<file path="src/verilog/acp_pkg.sv">
// Constants of the converter mode configuration port.
// Shared by the port logic; no other assumptions.
package acp_pkg;
   // Register addresses
   localparam logic [6:0] ADDR_RST = 7'h00;
   localparam logic [6:0] ADDR_PWR = 7'h01;
   localparam logic [6:0] ADDR_TIM = 7'h02;
   localparam logic [6:0] ADDR_DRV = 7'h03;
   localparam logic [6:0] ADDR_FMT = 7'h04;
   localparam logic [7:0] REG_RESET_VAL = 8'h00;
   // Field positions
   localparam int RST_BIT    = 7;
   localparam int PWR_LSB    = 0;
   localparam int OUTPUT_CLOCK_INVERT_BIT = 3;
   localparam int DLY_LSB    = 1;
   localparam int DCS_BIT    = 0;
   localparam int CUR_LSB    = 4;
   localparam int TERM_BIT   = 3;
   localparam int HIZ_BIT    = 2;
   localparam int OFMT_LSB   = 0;
   localparam int TP_LSB     = 3;
   localparam int ABP_BIT    = 2;
   localparam int LSB_XOR_SCRAMBLE_ENABLE_BIT   = 1;
   localparam int TWOS_BIT   = 0;
   // Serial word framing
   localparam logic [4:0] WORD_BITS = 5'h10;
   localparam logic [4:0] HDR_BITS  = 5'h08;
   // Codes
   localparam logic [1:0] PWR_NORMAL = 2'h0;
   localparam logic [1:0] PWR_SLEEP  = 2'h3;
   localparam logic [1:0] OFMT_CMOS  = 2'h0;
   localparam logic [1:0] OFMT_LVDS  = 2'h1;
   localparam logic [2:0] TP_ZEROS   = 3'h1;
   localparam logic [2:0] TP_ONES    = 3'h3;
   localparam logic [2:0] TP_CHECK   = 3'h5;
   localparam logic [2:0] TP_ALT     = 3'h7;
   localparam logic [12:0] CHECK_PAT = 13'h1555;
   localparam logic [11:0] ODD_BITS  = 12'haaa;
endpackage : acp_pkg

</file>
<file path="src/verilog/acp_port.sv">
// Mode configuration port: pin straps or serial word registers,
// plus the output formatter that the format register steers.
// Assumes pins are asynchronous to i_ref_clk and sck is slow (>=4 clocks/half).
`timescale 1ns/10ps
`default_nettype none
// How it works
// - Mode pin high: pins are static strap levels
// - Strap chip-select sets duty stabilizer
// - Strap sck picks CMOS or LVDS 3.5mA
// - Strap data-in high means sleep
// - Mode pin low: pins form serial port
// - Chip-select frames; first 16 sck edges count
// - Word: rw, 7 address, 8 data, MSB first
// - Write flag low stores data byte
// - Read drives register out, no update
// - Serial out only pulls low
// - Reset bit clears all mode registers
// - Power field: normal, nap, sleep
// - Timing: clock invert and phase delay
// - Drive current field selects LVDS current
// - Termination on scales current by 1.6
// - High-z bit disables digital outputs
// - Format field: CMOS, DDR LVDS, DDR CMOS
// - Test pattern field selects fixed patterns
// - Odd invert, scramble, signed; invert forces offset
// - Test pattern overrides all formatting
// - Scrambler XORs LSB into upper bits
// - Odd-bit inversion flips odd data bits
module acp_port (
   input  wire logic        i_ref_clk,        // 250 MHz clock
   input  wire logic        i_rst_b,          // Async reset, active low
   input  wire logic        i_program_mode_select, // High: pin straps
   input  wire logic        i_cs_b,           // Chip select pin, active low
   input  wire logic        i_sck,            // Serial clock pin
   input  wire logic        i_sdi,            // Serial data in pin
   output logic             o_sdo_out,        // Serial out level, always low
   output logic             o_sdo_oe,         // Serial out pull-down enable
   input  wire logic        i_sample_valid,   // Converter sample strobe
   input  wire logic [11:0] i_conv_data,      // Raw offset-binary sample
   input  wire logic        i_conv_ovr,       // Raw overrange
   output logic [11:0]      o_out_data,       // Formatted data
   output logic             o_overrange_flag, // Formatted overrange
   output logic             o_data_oe,        // Digital outputs enabled
   output logic [1:0]       o_power_state_field,       // Power mode
   output logic             o_output_clock_invert,     // Clock invert
   output logic [1:0]       o_output_clock_delay_field, // Phase delay
   output logic             o_duty_cycle_stabilizer_enable, // Stabilizer
   output logic [2:0]       o_lvds_drive_current_field, // Current code
   output logic             o_lvds_internal_termination, // Termination
   output logic [12:0]      o_lvds_drive_ua,  // Effective current, uA
   output logic             o_output_high_z,  // Outputs high-z
   output logic [1:0]       o_output_format_field, // Output format
   output logic [2:0]       o_test_pattern_field,  // Test pattern
   output logic             o_odd_bit_invert_enable, // Odd inversion
   output logic             o_lsb_xor_scramble_enable, // Scrambler
   output logic             o_signed_format_select // Two's complement
);
   logic              rst_meta;
   logic              rst_s;
   logic [3:0]        pin_meta;
   logic [3:0]        pin_s;
   logic              sck_prev;
   logic              ser_mode;
   logic              cs_act;
   logic              sck_rise;
   logic [4:0]        bit_cnt;
   logic [15:0]       shreg;
   logic              rd_flag;
   logic [7:0]        rd_data;
   logic              wr_go;
   logic [6:0]        wr_addr;
   logic [7:0]        wr_data;
   logic [3:0][7:0]   mode_reg;
   logic              alt_phase;
   logic [11:0]       next_data;

   always_ff @(posedge i_ref_clk or negedge i_rst_b) begin
      if (!i_rst_b) begin
         rst_meta <= 1'b0;
         rst_s    <= 1'b0;
      end else begin
         rst_meta <= 1'b1;
         rst_s    <= rst_meta;
      end
   end

   // Order: mode select, chip select, sck, sdi
   always_ff @(posedge i_ref_clk or negedge rst_s) begin
      if (!rst_s) begin
         pin_meta <= 4'h4;
         pin_s    <= 4'h4;
         sck_prev <= 1'b0;
      end else begin
         pin_meta <= {i_program_mode_select, i_cs_b, i_sck, i_sdi};
         pin_s    <= pin_meta;
         sck_prev <= pin_s[1];
      end
   end

   assign ser_mode = ~pin_s[3];
   assign cs_act   = ser_mode & ~pin_s[2];
   assign sck_rise = pin_s[1] & ~sck_prev;

   // Edges past the sixteenth are ignored
   always_ff @(posedge i_ref_clk or negedge rst_s) begin
      if (!rst_s) begin
         bit_cnt <= 5'h00;
         shreg   <= 16'h0000;
      end else if (!cs_act) begin
         bit_cnt <= 5'h00;
      end else if (sck_rise && bit_cnt < acp_pkg::WORD_BITS) begin
         bit_cnt <= bit_cnt + 5'h01;
         shreg   <= {shreg[14:0], pin_s[0]};
      end
   end
   // Data byte complete and written when the sixteenth bit arrives
   assign wr_go   = cs_act & sck_rise & (bit_cnt == acp_pkg::WORD_BITS - 5'h01)
                    & ~shreg[14];
   assign wr_addr = shreg[13:7];
   assign wr_data = {shreg[6:0], pin_s[0]};

   always_ff @(posedge i_ref_clk or negedge rst_s) begin
      if (!rst_s) begin
         rd_flag <= 1'b0;
         rd_data <= 8'h00;
      end else if (!cs_act) begin
         rd_flag <= 1'b0;
      end else if (sck_rise && bit_cnt == acp_pkg::HDR_BITS - 5'h01) begin
         rd_flag <= shreg[6];
         // Reset register is write only and unmapped reads give zero
         if ({shreg[5:0], pin_s[0]} >= acp_pkg::ADDR_PWR &&
             {shreg[5:0], pin_s[0]} <= acp_pkg::ADDR_FMT)
            rd_data <= mode_reg[2'({shreg[5:0], pin_s[0]} - 7'h01)];
         else
            rd_data <= 8'h00;
      end
   end

   // Pull low only for zero bits; host pull-up makes the ones
   always_ff @(posedge i_ref_clk or negedge rst_s) begin
      if (!rst_s) begin
         o_sdo_oe <= 1'b0;
      end else begin
         o_sdo_oe <= cs_act & rd_flag & bit_cnt[3] & ~bit_cnt[4]
                     & ~rd_data[~bit_cnt[2:0]];
      end
   end
   assign o_sdo_out = 1'b0;

   for (genvar i = 0; i < 4; i++) begin : g_reg
      always_ff @(posedge i_ref_clk or negedge rst_s) begin
         if (!rst_s) begin
            mode_reg[i] <= acp_pkg::REG_RESET_VAL;
         end else if (wr_go && wr_addr == acp_pkg::ADDR_RST &&
                      wr_data[acp_pkg::RST_BIT]) begin
            mode_reg[i] <= acp_pkg::REG_RESET_VAL;
         end else if (wr_go && wr_addr == 7'(i + 1)) begin
            mode_reg[i] <= wr_data;
         end
      end
   end

   function automatic logic [12:0] drive_ua(input logic [2:0] c,
                                            input logic t);
      logic [12:0] b;
      b = 13'h0000;
      unique case (c)
         3'h0: b = 13'd3500;
         3'h1: b = 13'd4000;
         3'h2: b = 13'd4500;
         3'h3: b = 13'd0;
         3'h4: b = 13'd3000;
         3'h5: b = 13'd2500;
         3'h6: b = 13'd2100;
         3'h7: b = 13'd1750;
      endcase
      // Termination scales by 8/5, exact for every code
      return t ? 13'((16'(b) * 16'd8) / 16'd5) : b;
   endfunction : drive_ua

   // Strap mode fixes a subset; the rest stays at defaults
   always_ff @(posedge i_ref_clk or negedge rst_s) begin
      if (!rst_s) begin
         o_power_state_field            <= 2'h0;
         o_output_clock_invert          <= 1'b0;
         o_output_clock_delay_field     <= 2'h0;
         o_duty_cycle_stabilizer_enable <= 1'b0;
         o_lvds_drive_current_field     <= 3'h0;
         o_lvds_internal_termination    <= 1'b0;
         o_lvds_drive_ua                <= 13'h0000;
         o_output_high_z                <= 1'b0;
         o_output_format_field          <= 2'h0;
         o_test_pattern_field           <= 3'h0;
         o_odd_bit_invert_enable        <= 1'b0;
         o_lsb_xor_scramble_enable      <= 1'b0;
         o_signed_format_select         <= 1'b0;
         // Registers reset to 00h, so outputs enabled and never both low with high-z
         o_data_oe                      <= 1'b1;
      end else if (pin_s[3]) begin
         o_duty_cycle_stabilizer_enable <= pin_s[2];
         o_output_format_field <= pin_s[1] ? acp_pkg::OFMT_LVDS
                                           : acp_pkg::OFMT_CMOS;
         o_power_state_field   <= pin_s[0] ? acp_pkg::PWR_SLEEP
                                           : acp_pkg::PWR_NORMAL;
         o_output_clock_invert          <= 1'b0;
         o_output_clock_delay_field     <= 2'h0;
         o_lvds_drive_current_field     <= 3'h0;
         o_lvds_internal_termination    <= 1'b0;
         o_lvds_drive_ua                <= drive_ua(3'h0, 1'b0);
         o_output_high_z                <= 1'b0;
         o_test_pattern_field           <= 3'h0;
         o_odd_bit_invert_enable        <= 1'b0;
         o_lsb_xor_scramble_enable      <= 1'b0;
         o_signed_format_select         <= 1'b0;
         o_data_oe                      <= 1'b1;
      end else begin
         o_power_state_field        <= mode_reg[0][acp_pkg::PWR_LSB +: 2];
         o_output_clock_invert      <= mode_reg[1][acp_pkg::OUTPUT_CLOCK_INVERT_BIT];
         o_output_clock_delay_field <= mode_reg[1][acp_pkg::DLY_LSB +: 2];
         o_duty_cycle_stabilizer_enable <= mode_reg[1][acp_pkg::DCS_BIT];
         o_lvds_drive_current_field <= mode_reg[2][acp_pkg::CUR_LSB +: 3];
         o_lvds_internal_termination <= mode_reg[2][acp_pkg::TERM_BIT];
         o_lvds_drive_ua <= drive_ua(mode_reg[2][acp_pkg::CUR_LSB +: 3],
                                     mode_reg[2][acp_pkg::TERM_BIT]);
         o_output_high_z            <= mode_reg[2][acp_pkg::HIZ_BIT];
         o_data_oe                  <= ~mode_reg[2][acp_pkg::HIZ_BIT];
         o_output_format_field      <= mode_reg[2][acp_pkg::OFMT_LSB +: 2];
         o_test_pattern_field       <= mode_reg[3][acp_pkg::TP_LSB +: 3];
         o_odd_bit_invert_enable    <= mode_reg[3][acp_pkg::ABP_BIT];
         o_lsb_xor_scramble_enable  <= mode_reg[3][acp_pkg::LSB_XOR_SCRAMBLE_ENABLE_BIT];
         o_signed_format_select     <= mode_reg[3][acp_pkg::TWOS_BIT];
      end
   end

   // Formatting order: sign, scramble, odd inversion
   always_comb begin
      next_data = i_conv_data;
      if (o_signed_format_select && !o_odd_bit_invert_enable)
         next_data[11] = ~next_data[11];
      if (o_lsb_xor_scramble_enable)
         next_data[11:1] = next_data[11:1] ^ {11{next_data[0]}};
      if (o_odd_bit_invert_enable)
         next_data = next_data ^ acp_pkg::ODD_BITS;
   end

   always_ff @(posedge i_ref_clk or negedge rst_s) begin
      if (!rst_s) begin
         alt_phase        <= 1'b0;
         o_out_data       <= 12'h000;
         o_overrange_flag <= 1'b0;
      end else if (i_sample_valid) begin
         alt_phase <= ~alt_phase;
         // Unused pattern codes fall back to normal data
         unique case (o_test_pattern_field)
            acp_pkg::TP_ZEROS: {o_overrange_flag, o_out_data} <= 13'h0000;
            acp_pkg::TP_ONES:  {o_overrange_flag, o_out_data} <= 13'h1fff;
            acp_pkg::TP_CHECK: {o_overrange_flag, o_out_data} <=
               alt_phase ? ~acp_pkg::CHECK_PAT : acp_pkg::CHECK_PAT;
            acp_pkg::TP_ALT:   {o_overrange_flag, o_out_data} <=
               {13{alt_phase}};
            default: begin
               o_out_data       <= next_data;
               o_overrange_flag <= i_conv_ovr;
            end
         endcase
      end
   end
endmodule : acp_port
`default_nettype wire
</file>
<file path="config.mk">
export PLATFORM = sky130hd
export DESIGN_NAME = acp_port
export DESIGN_NICKNAME = d
export VERILOG_FILES = /design/src/verilog/acp_pkg.sv /design/src/verilog/acp_port.sv
export SDC_FILE = /design/constraint.sdc
export NUM_CORES = 1
export LEC_CHECK = 0
export ABC_AREA = 1
export BUFFER_PORTS_ARGS = -buffer_cell sky130_fd_sc_hd__buf_2
export CORE_MARGIN = 3
export CORE_UTILIZATION = 55
export DETAILED_ROUTE_END_ITERATION = 10
export PLACE_DENSITY = 0.78
export SLEW_MARGIN = 20
export SYNTH_ARGS = -nofsm -noshare
export SYNTH_HDL_FRONTEND = slang
export SYNTH_SLANG_ARGS = --single-unit
</file>
<file path="constraint.sdc">
create_clock -name i_ref_clk -period 3.55 [get_ports i_ref_clk]
set_clock_uncertainty 0.1 [all_clocks]
set_input_delay 0.5325 -clock i_ref_clk [delete_from_list [all_inputs] [get_ports i_ref_clk]]
set_output_delay 0.5325 -clock i_ref_clk [all_outputs]
set_load 0.03 [all_outputs]
</file>
==> Word-level counts from Yosys, hierarchy flattened <==
Memory sizes are Yosys's and may differ from the RTL's.
Cells that the tools add are included.
{ "word_totals": {"output_inout_bits": 48, "romBits": 96, "in_bits": 20, "wordCells": 132, "mem_count": 1, "reg_bits": 120} }
{ "op_classes": {"n_reduce_logical": 18, "bitwise_logic": 21, "mux": 41, "n_addsub": 2, "n_div": 1, "n_eq_ne": 12, "n_lt_le_gt_ge": 5} }
{ "memory_table": {"columns": ["name", "depth", "word_bits", "rd", "rd_ports_with_merged_regs", "wr", "line_no", "rtl"], "rows": [
  ["(no name shown)", 8, 12, 1, 0, 0, "acp_port.sv:167", "unique case (c)"]
]} }
{ "op_table": {"columns": ["cell", "n"], "rows": [
  ["two-way mux 8 bit", 10],
  ["two-way mux 13 bit", 4],
  ["case mux 12 bit (4 select lines)", 1],
  ["binary-select mux 8 bit (select 2 bit)", 1],
  ["divider 16 x 3 -> 16 bit (second input constant)", 1],
  ["== test 7 x 2 -> 1 bit (second input constant)", 2],
  ["two-way mux 1 bit", 13],
  ["two-way mux 12 bit", 1],
  ["two-way mux 11 bit", 1],
  ["XOR 11 bit", 1],
  ["logical AND 1 bit", 10],
  ["two-way mux 5 bit", 2],
  ["bitwise AND 1 bit", 9],
  ["NOT 1 bit", 9],
  ["two-way mux 2 bit", 4],
  ["nonzero test 2 bit", 4],
  ["== test 7 x 1 -> 1 bit (second input constant)", 1],
  ["== test 7 x 3 -> 1 bit (second input constant)", 1],
  [">= comparator 7 x 1 -> 1 bit (second input constant)", 1],
  ["less-or-equal comparator 7 x 3 -> 1 bit (second input constant)", 1],
  ["zero test 7 bit", 1],
  ["== test 3 bit (second input constant)", 2],
  ["two-way mux 3 bit", 2],
  ["NOT 6 bit", 1],
  ["other kinds (15)", 17]
]} }

==> Logic depth before layout (Yosys ltp) <==
Gate-level depths: netlist of the first run.
{ "logic_depth": {"ltp_word": 8, "depth_mapped": 70, "ltp_nobuf": 67} }

==> Worst setup path before layout of the first run <==
No wires, ideal clock.
{ "synth_timing": {"kind": "reg2reg", "start": "reg mode_reg[21] in the netlist's numbering", "end": "reg o_lvds_drive_ua[0]", "n_path_buf": 3, "period_less_slack_ns": 6.874, "path_stages_with_launch": 64, "required_ns": 3.329, "arrival_ns": 6.653, "slack_ns": -3.324, "setup_time_ns": 0.121, "cell_sequence": "dfrtp_1 buf_4 inv_2 ha_1 nand2_1 o21ai_2 nor2_1 nand2_2 nand2_1 nand2_2 nand2_2 nor2_1 nor2_2 nor2_2 nor2_4 nand3_1 nand2_1 nand3_2 [... 28 more ...] nand3_1 nand2_1 inv_1 nand2_1 nor2_2 nand2_2 buf_6 ha_1 inv_1 nand3_1 nand3_1 inv_2 nand3_2 nand2_1 nand2_1 clkinv_1 nor2_1 nor2_1"} }
{ "synth_via": {"elab_chain_cells": 5} }
{ "synth_rtl": {"columns": ["element", "line_no", "rtl"], "rows": [
  ["start, declared", "acp_port.sv:73", "logic [3:0][7:0] mode_reg;"],
  ["start signal, assigned by index", "acp_port.sv:153", "mode_reg[i] <= acp_pkg::REG_RESET_VAL;"],
  ["start signal, assigned by index", "acp_port.sv:156", "mode_reg[i] <= acp_pkg::REG_RESET_VAL;"],
  ["start signal, assigned by index", "acp_port.sv:158", "mode_reg[i] <= wr_data;"],
  ["memory (8 x 12 bit)", null, null],
  ["two-way mux 13 bit", "acp_port.sv:199", "end else if (pin_s[3]) begin"],
  ["divider 16 x 3 -> 16 bit", "acp_port.sv:178", "return t ? 13'((16'(b) * 16'd8) / 16'd5) : b;"],
  ["two-way mux 13 bit", "acp_port.sv:178", null],
  ["two-way mux 13 bit", "acp_port.sv:199", null],
  ["end signal, assigned", "acp_port.sv:209", "o_lvds_drive_ua <= drive_ua(3'h0, 1'b0);"],
  ["end signal, assigned", "acp_port.sv:223", "o_lvds_drive_ua <= drive_ua(mode_reg[2][acp_pkg::CUR_LSB +: 3],"],
  ["end, declared", "acp_port.sv:50", "output logic [12:0] o_lvds_drive_ua,"]
]} }
No other way between the ends. The select of a mux whose other input is x is not followed.
A chain may end at the register's enable or synchronous reset.

==> Worst setup path after layout of the first run <==
{ "layout_timing": {"start": "reg mode_reg[20] in the netlist's numbering", "end": "reg o_lvds_drive_ua[0]"} }
Same word-level chain as after synthesis.

==> results.md, run 1 <==
- Outcome: finished with violations
- Failing checks: setup timing
- Final instance area: 10280 sq um
- NumNets Final: 1255
- Min-delay worst type: in -> reg
- Vias per inst: 5.575
- Antenna viol nets, final: 0
- Psw: 0.8776 mW
- Inserted Clock Buffers: 17
- Clock share of power: 50.6%
- Pwr dens: 336.7 nW/um^2
- Clk pin slew, worst setup/hold paths: 0.06 ns
- CP Launch Type: flop
- Leakage: 5.155 nW
- # rows: 41
- Top cells by count, synth: 267 x nand2_1, 117 x dfrtp_1, 117 x inv_1, 93 x o21ai_0, 63 x nor2_1
- Delay of the slowest critical-path stage: 0.46 ns
- H-tree Lvls: 4
- Flop2flop setup slack: -3.44 ns
- Critical Path Sink Type: flop
- Area leader, netlist: dfrtp_1
- Count leader, synth: nand2_1
- Initial Utilization: 57.40%
- Pre-Repair DR Iteration Count: 5
- Area Overhead vs Synth: 39.14%
- Worst hold slack: 0.1131 ns
- Clk buf depth: 2
- Int Pwr: 2.585 mW
- Antenna cells: 0
- Total grt overflow: 0
- DRC: 0
- Top-level port count: 68
- Post-Syn Nets: 1031
- Largest cells by area after synthesis: dfrtp_1 40%, nand2_1 14%, o21ai_0 6.3%
- Die Footprint: 14860 sq um
- Final worst-path cycle share: 196.8%
- Max Transition Viols Final: 0
- Avg Cell Area, Syn: 7.428 sq um
- Worst Max-Slew Pin Slew: 0.7124 ns
- I/O Buffers: 66
- Worst R2R Path Depth: 56
- Vias in the first global route: 7490
- Setup violations, final: 7
- Synthesis-stage register bit count: 120
- Flop pwr share: 41.9%
- Worst Path Arrival: 7.18 ns
- Worst-Skew Late Latency: 0.42 ns
- Routed via count: 7828
- DRT Wirelength: 22240 um
- Initial antenna violation count: 0
- Maxcap violations: 0
- Iter 0 DRT Violations: 766
- Final WS setup: -3.436 ns
- RSZ-0062 raised after global routing: true
- First-pass GRT wire length: 34800 um
- Post-synthesis cell area: 7391 sq um
- Comb power frac: 7.5%
- Core area: 12880 sq um
- Post-synthesis instance total: 995
- Critical Path RT: 3.74 ns
- Placer Congestion: 0.9029
- Die Wd: 121.9 um
- Unique masters post-synth: 47
- Sw frac: 25.34%
- Ys flop type: dfrtp_1
- Synth warnings: 0
- Max FO, Critical Path: 6
- Hold path cells: 1
- Worst relative slew slack: 52.50%
- Yosys top cell area share: 39.61%
- Worst IR Drop VDD: 0.0002766 V
- Fmax: 143.1 MHz
- Ys async rst share: 100.0%
- Largest register FFs: 32
- Clk sinks: 120
- Layout cell share with drive strength beyond 1: 35.39%
- WL per Instance: 15.84 um
- Worst path slowest cell: dfrtp_2
- Fin. Hold Viols: 0
- CTS Root Buffer Type: clkbuf_16
- Pre-CTS setup slack: -3.379 ns
- Tot GR Track Use: 29.26%
- Crit path kind: reg -> reg
- CTS tree: done
- Seq/Total Area, Yosys: 40.68%
- Filler cell count in the final layout: 782
- Detail Placement HPWL: 14100 um
- DP Area: 8947 sq um
- Largest net degree at the start of global routing: 67
- Die Y: 121.9 um
- Period minus WS final: 6.986 ns
- Number of synthesized flops with an enable pin: 0
power groups by stage:
stage,logic [mW],registers [mW],clock network (mW)
final,0.260,1.45,1.75
after global routing,0.285,1.46,1.83
after CTS,0.254,1.45,1.76
after detailed placement,0.248,1.47,0
after global placement,0.243,1.47,0
after floorplan,0.126,1.51,0
kinds of logic (layout without fill, tap and decap cells):
group	count (synthesis)	in the layout	synth area share [%]
buf+inv	166	403	8.854
flops	120	120	40.68
other cells	2	2	0.1016
compound gates	184	184	14.34
fa+ha+maj	16	16	2.709
simple gates	494	494	31.78
xor+xnor	13	13	1.541
worst max-delay path: cells and delay by family (launching register included):
family	cells	cell delay, ns
adders and majority gates	2	0.48
and+or+nand+nor	45	4.60
AOI/OAI and AO/OA	3	0.50
DFF	1	0.46
buffers and inverters	6	0.69
layout by cell type, fill, tap and decap left out, drive strengths merged, types with 2 or more instances in the layout:
cell type,Yosys,routed
o21ai,104,104
nand4,30,30
clkbuf,16,20
conb,2,2
bufinv,0,2
clkinvlp,0,3
nor2,83,83
nand3,71,71
o21bai,2,2
a21oi,37,37
nor4,2,2
dfrtp,117,117
o22a,11,11
xor2,4,4
inv,136,139
nor3,6,6
o31ai,5,5
nand2,298,298
ha,16,16
a31oi,2,2
nand3b,3,3
buf,6,226
o22ai,17,17
clkinv,8,12
dfstp,3,3
xnor2,9,9
per-layer routing:
layer  vias up  track usage (%)  share of wire, %
met3        92            5.292               7.1
met2       374            50.00                49
met5         -                0                 0
li1       3694                -                 -
met1      3668            37.03                40
met4         0            11.41               3.9
area by class of cell:
cell class	instances	area, sq um	area share [%]
Clock buffer	20	466.7	4.538
Clock inverter	12	140.1	1.363
Inverter	144	555.5	5.402
Multi-Input combinational cell	709	4295	41.77
Sequential cell	120	3013	29.30
Tap cell	172	215.2	2.093
Timing Repair Buffer	227	1598	15.54
what timing repair did:
item,in CTS,in global routing
hold endpoints to repair,2,0
pin swaps,37,63
setup buffers,23,11
hold buffers,1,0
gates resized for setup,37,75
endpoints found under the setup margin,7,7
path summary, 6_finish.rpt:
kind / start / end
setup / recovery: mode_reg[20] / o_lvds_drive_ua[0]
hold / removal: i_cs_b / pin_meta[2]
setup reg to reg: mode_reg[20] / o_lvds_drive_ua[0]
hold reg to reg: pin_meta[0] / pin_s[0]
max in group asynchronous: rst_s / pin_s[2]
min in group asynchronous: rst_s / o_out_data[1]
through the flow:
| step | instances | util, % | power (mW) | TNS (ns) |
|---|---|---|---|---|
| floorplan | 995 | - | 1.634 | -11.17 |
| global placement | 1337 | 69.49 | 1.715 | -12.04 |
| detailed placement | 1337 | 69.49 | 1.723 | -13.58 |
| CTS | 1393 | 76.88 | 3.461 | -12.59 |
| global route | 1404 | 79.87 | 3.569 | -16.78 |
| finish | 1404 | 79.87 | 3.463 | -14.46 |
(Power assumes the default switching activity.)
==> run 2, diff against run 1 <==
CORE_UTILIZATION = 56   (was 55)
CTS_BUF_LIST = sky130_fd_sc_hd__clkbuf_8   (was unset)
PLACE_DENSITY = 0.79   (was 0.78)
==> run 2 against run 1 <==
Design area shrank 2.4%. Flip-flop and latch count stayed put. Sequential share of layout area is 0.72 points higher. The flow still finishes with violations (setup timing). Register-to-register slack better by 0.04 ns. Global-route usage down 0.56 points. Worst setup slack gained 0.044 ns. Non-clock buffer count is 6 lower. Maximum frequency grew 0.64%. Clock power decreased by 22%. Core utilization is 1.3 points lower. Critical endpoint unchanged.
==> results.md, run 2 (same netlist as run 1, synthesis figures left out) <==
- Iter 0 DRT Violations: 648
- Worst path slowest cell: dfrtp_2
- Largest net degree at the start of global routing: 71
- Initial antenna violation count: 0
- Pre-Repair DR Iteration Count: 8
- Filler cell count in the final layout: 767
- Antenna cells: 0
- RSZ-0062 raised after global routing: true
- Layout Cells excl Fill: 1398
- CTS Root Buffer Type: clkbuf_8
- Worst relative slew slack: 39.63%
- Vias in the first global route: 7324
- Final worst-path cycle share: 195.5%
- DRT Wirelength: 22230 um
- Psw: 0.8115 mW
- CP Launch Type: flop
- Routed via count: 7854
- # rows: 41
- Delay of the slowest critical-path stage: 0.47 ns
- Clk buf depth: 2
- Critical Path RT: 3.77 ns
- H-tree Lvls: 4
- Outcome: finished with violations
- WL per Instance: 15.90 um
- Max Transition Viols Final: 0
- Die Footprint: 14610 sq um
- Setup TNS: -14.29 ns
- Placer Congestion: 0.8972
- Register Area: 3014 sq um
- Failing checks: setup timing
- Pwr dens: 305.4 nW/um^2
- NumNets Final: 1249
- Area Overhead vs Synth: 35.86%
- Antenna viol nets, final: 0
- Clk pin slew, worst setup/hold paths: 0.07 ns
- Top-level port count: 68
- Final WS setup: -3.392 ns
- Worst Max-Slew Pin Slew: 0.9055 ns
- Placed Instances: 1341
- Die Y: 120.9 um
- Commonest non-fill, non-tap cell in the layout: nand2_1
- Core area: 12770 sq um
- Setup violations, final: 7
- Worst Path Arrival: 7.16 ns
- Fin. Hold Viols: 0
- Vias per inst: 5.618
- Comb power frac: 8.0%
- Critical Path Sink Type: flop
- Sw frac: 26.47%
- Clock share of power: 44.6%
- Die Wd: 120.9 um
- Initial Utilization: 57.86%
- Total grt overflow: 0
- Worst-Skew Late Latency: 0.45 ns
- Period minus WS final: 6.942 ns
- Leading cell types in the layout, fill and taps excluded: 232 x nand2_1, 147 x buf_4, 113 x dfrtp_1, 111 x inv_1, 91 x o21ai_0
- Clk sinks: 120
- Worst hold slack: 0.09155 ns
- Cell mode on critical path: nand2_2
- Min-delay worst type: in -> reg
- Int Pwr: 2.255 mW
- Flop pwr share: 47.4%
- Maxcap violations: 0
- Detail Placement HPWL: 14190 um
- I/O Buffers: 66
- Crit path kind: reg -> reg
- Largest register FFs: 32
- Worst IR Drop VDD: 0.0002605 V
- DRC: 0
- Tot GR Track Use: 28.70%
- Area of the multi-input gates: 4292 sq um
- Pre-CTS setup slack: -3.287 ns
- Fmax: 144.1 MHz
- First-pass GRT wire length: 33850 um
- CTS tree: done
- Finished Core Util: 78.61%
- Leakage: 5.027 nW
- Max FO, Critical Path: 6
- Inserted Clock Buffers: 17
- Layout cell share with drive strength beyond 1: 35.40%
run 2: cell types whose count changed in the layout (fill, tap and decap cells not counted), moves of 4 or more:
cell,previous run,this run
nand2_2,39,45
o21ai_1,0,4
clkbuf_16,17,0
clkbuf_8,3,17
buf_4,152,147
run 2: repair_timing:
| item | in CTS | in global routing |
|---|---|---|
| hold endpoints to repair | 2 | 0 |
| gates resized for setup | 33 | 81 |
| setup endpoints to repair | 7 | 7 |
| setup buffers | 14 | 11 |
| pin swaps | 39 | 44 |
| hold buffers | 1 | 0 |
run 2: final cells by class:
type                            count  share of cell area (%)
Multi-Input combinational cell    709                   42.74
Sequential cell                   120                   30.02
Timing Repair Buffer              221                   15.25
Inverter                          144                   5.520
Clock buffer                       17                   2.330
Tap cell                          172                   2.143
Clock inverter                     15                   1.994
run 2: stage by stage:
step	cell area (sq um)	power, mW
floorplan	7533	1.634
global placement	8952	1.713
detailed placement	8952	1.720
CTS	9628	3.069
global route	10040	3.186
finish	10040	3.066
run 2: worst paths after layout:
kind,start,end,slack [ns],depth (start not counted)
min in group asynchronous,i_rst_b,rst_s,0.28,2
max in group asynchronous,rst_s,pin_meta[2],2.14,1
max reg2reg,mode_reg[20],o_lvds_drive_ua[0],-3.39,56
min reg2reg,pin_meta[1],pin_s[1],0.25,0
min,i_sdi,pin_meta[0],0.09,1
max,mode_reg[20],o_lvds_drive_ua[0],-3.39,56
run 2: critical path: cells and delay by family (launching register included):
family                     cells  cell delay, ns
DFF                            1            0.47
AOI/OAI and AO/OA              3            0.47
adders and majority gates      3            0.54
and+or+nand+nor               42            4.53
buffers and inverters          8            0.67
run 2: power by group through the flow:
stage               Clock (mW)  Sequential (mW)  Combinational [mW]
global placement             0             1.48               0.237
detailed placement           0             1.48               0.240
global route              1.45             1.46               0.271
finish                    1.37             1.45               0.246
CTS                       1.37             1.45               0.244
floorplan                    0             1.51               0.126
run 2: metal layers:
metal / global-route usage (%) / vias to the layer above / routed length (um)
met3: 6.527 / 104 / 1576
met1: 36.21 / 3702 / 8760
met4: 12.04 / 0 / 973
met5: 0 / - / 0
li1: - / 3687 / -
met2: 47.62 / 361 / 10920
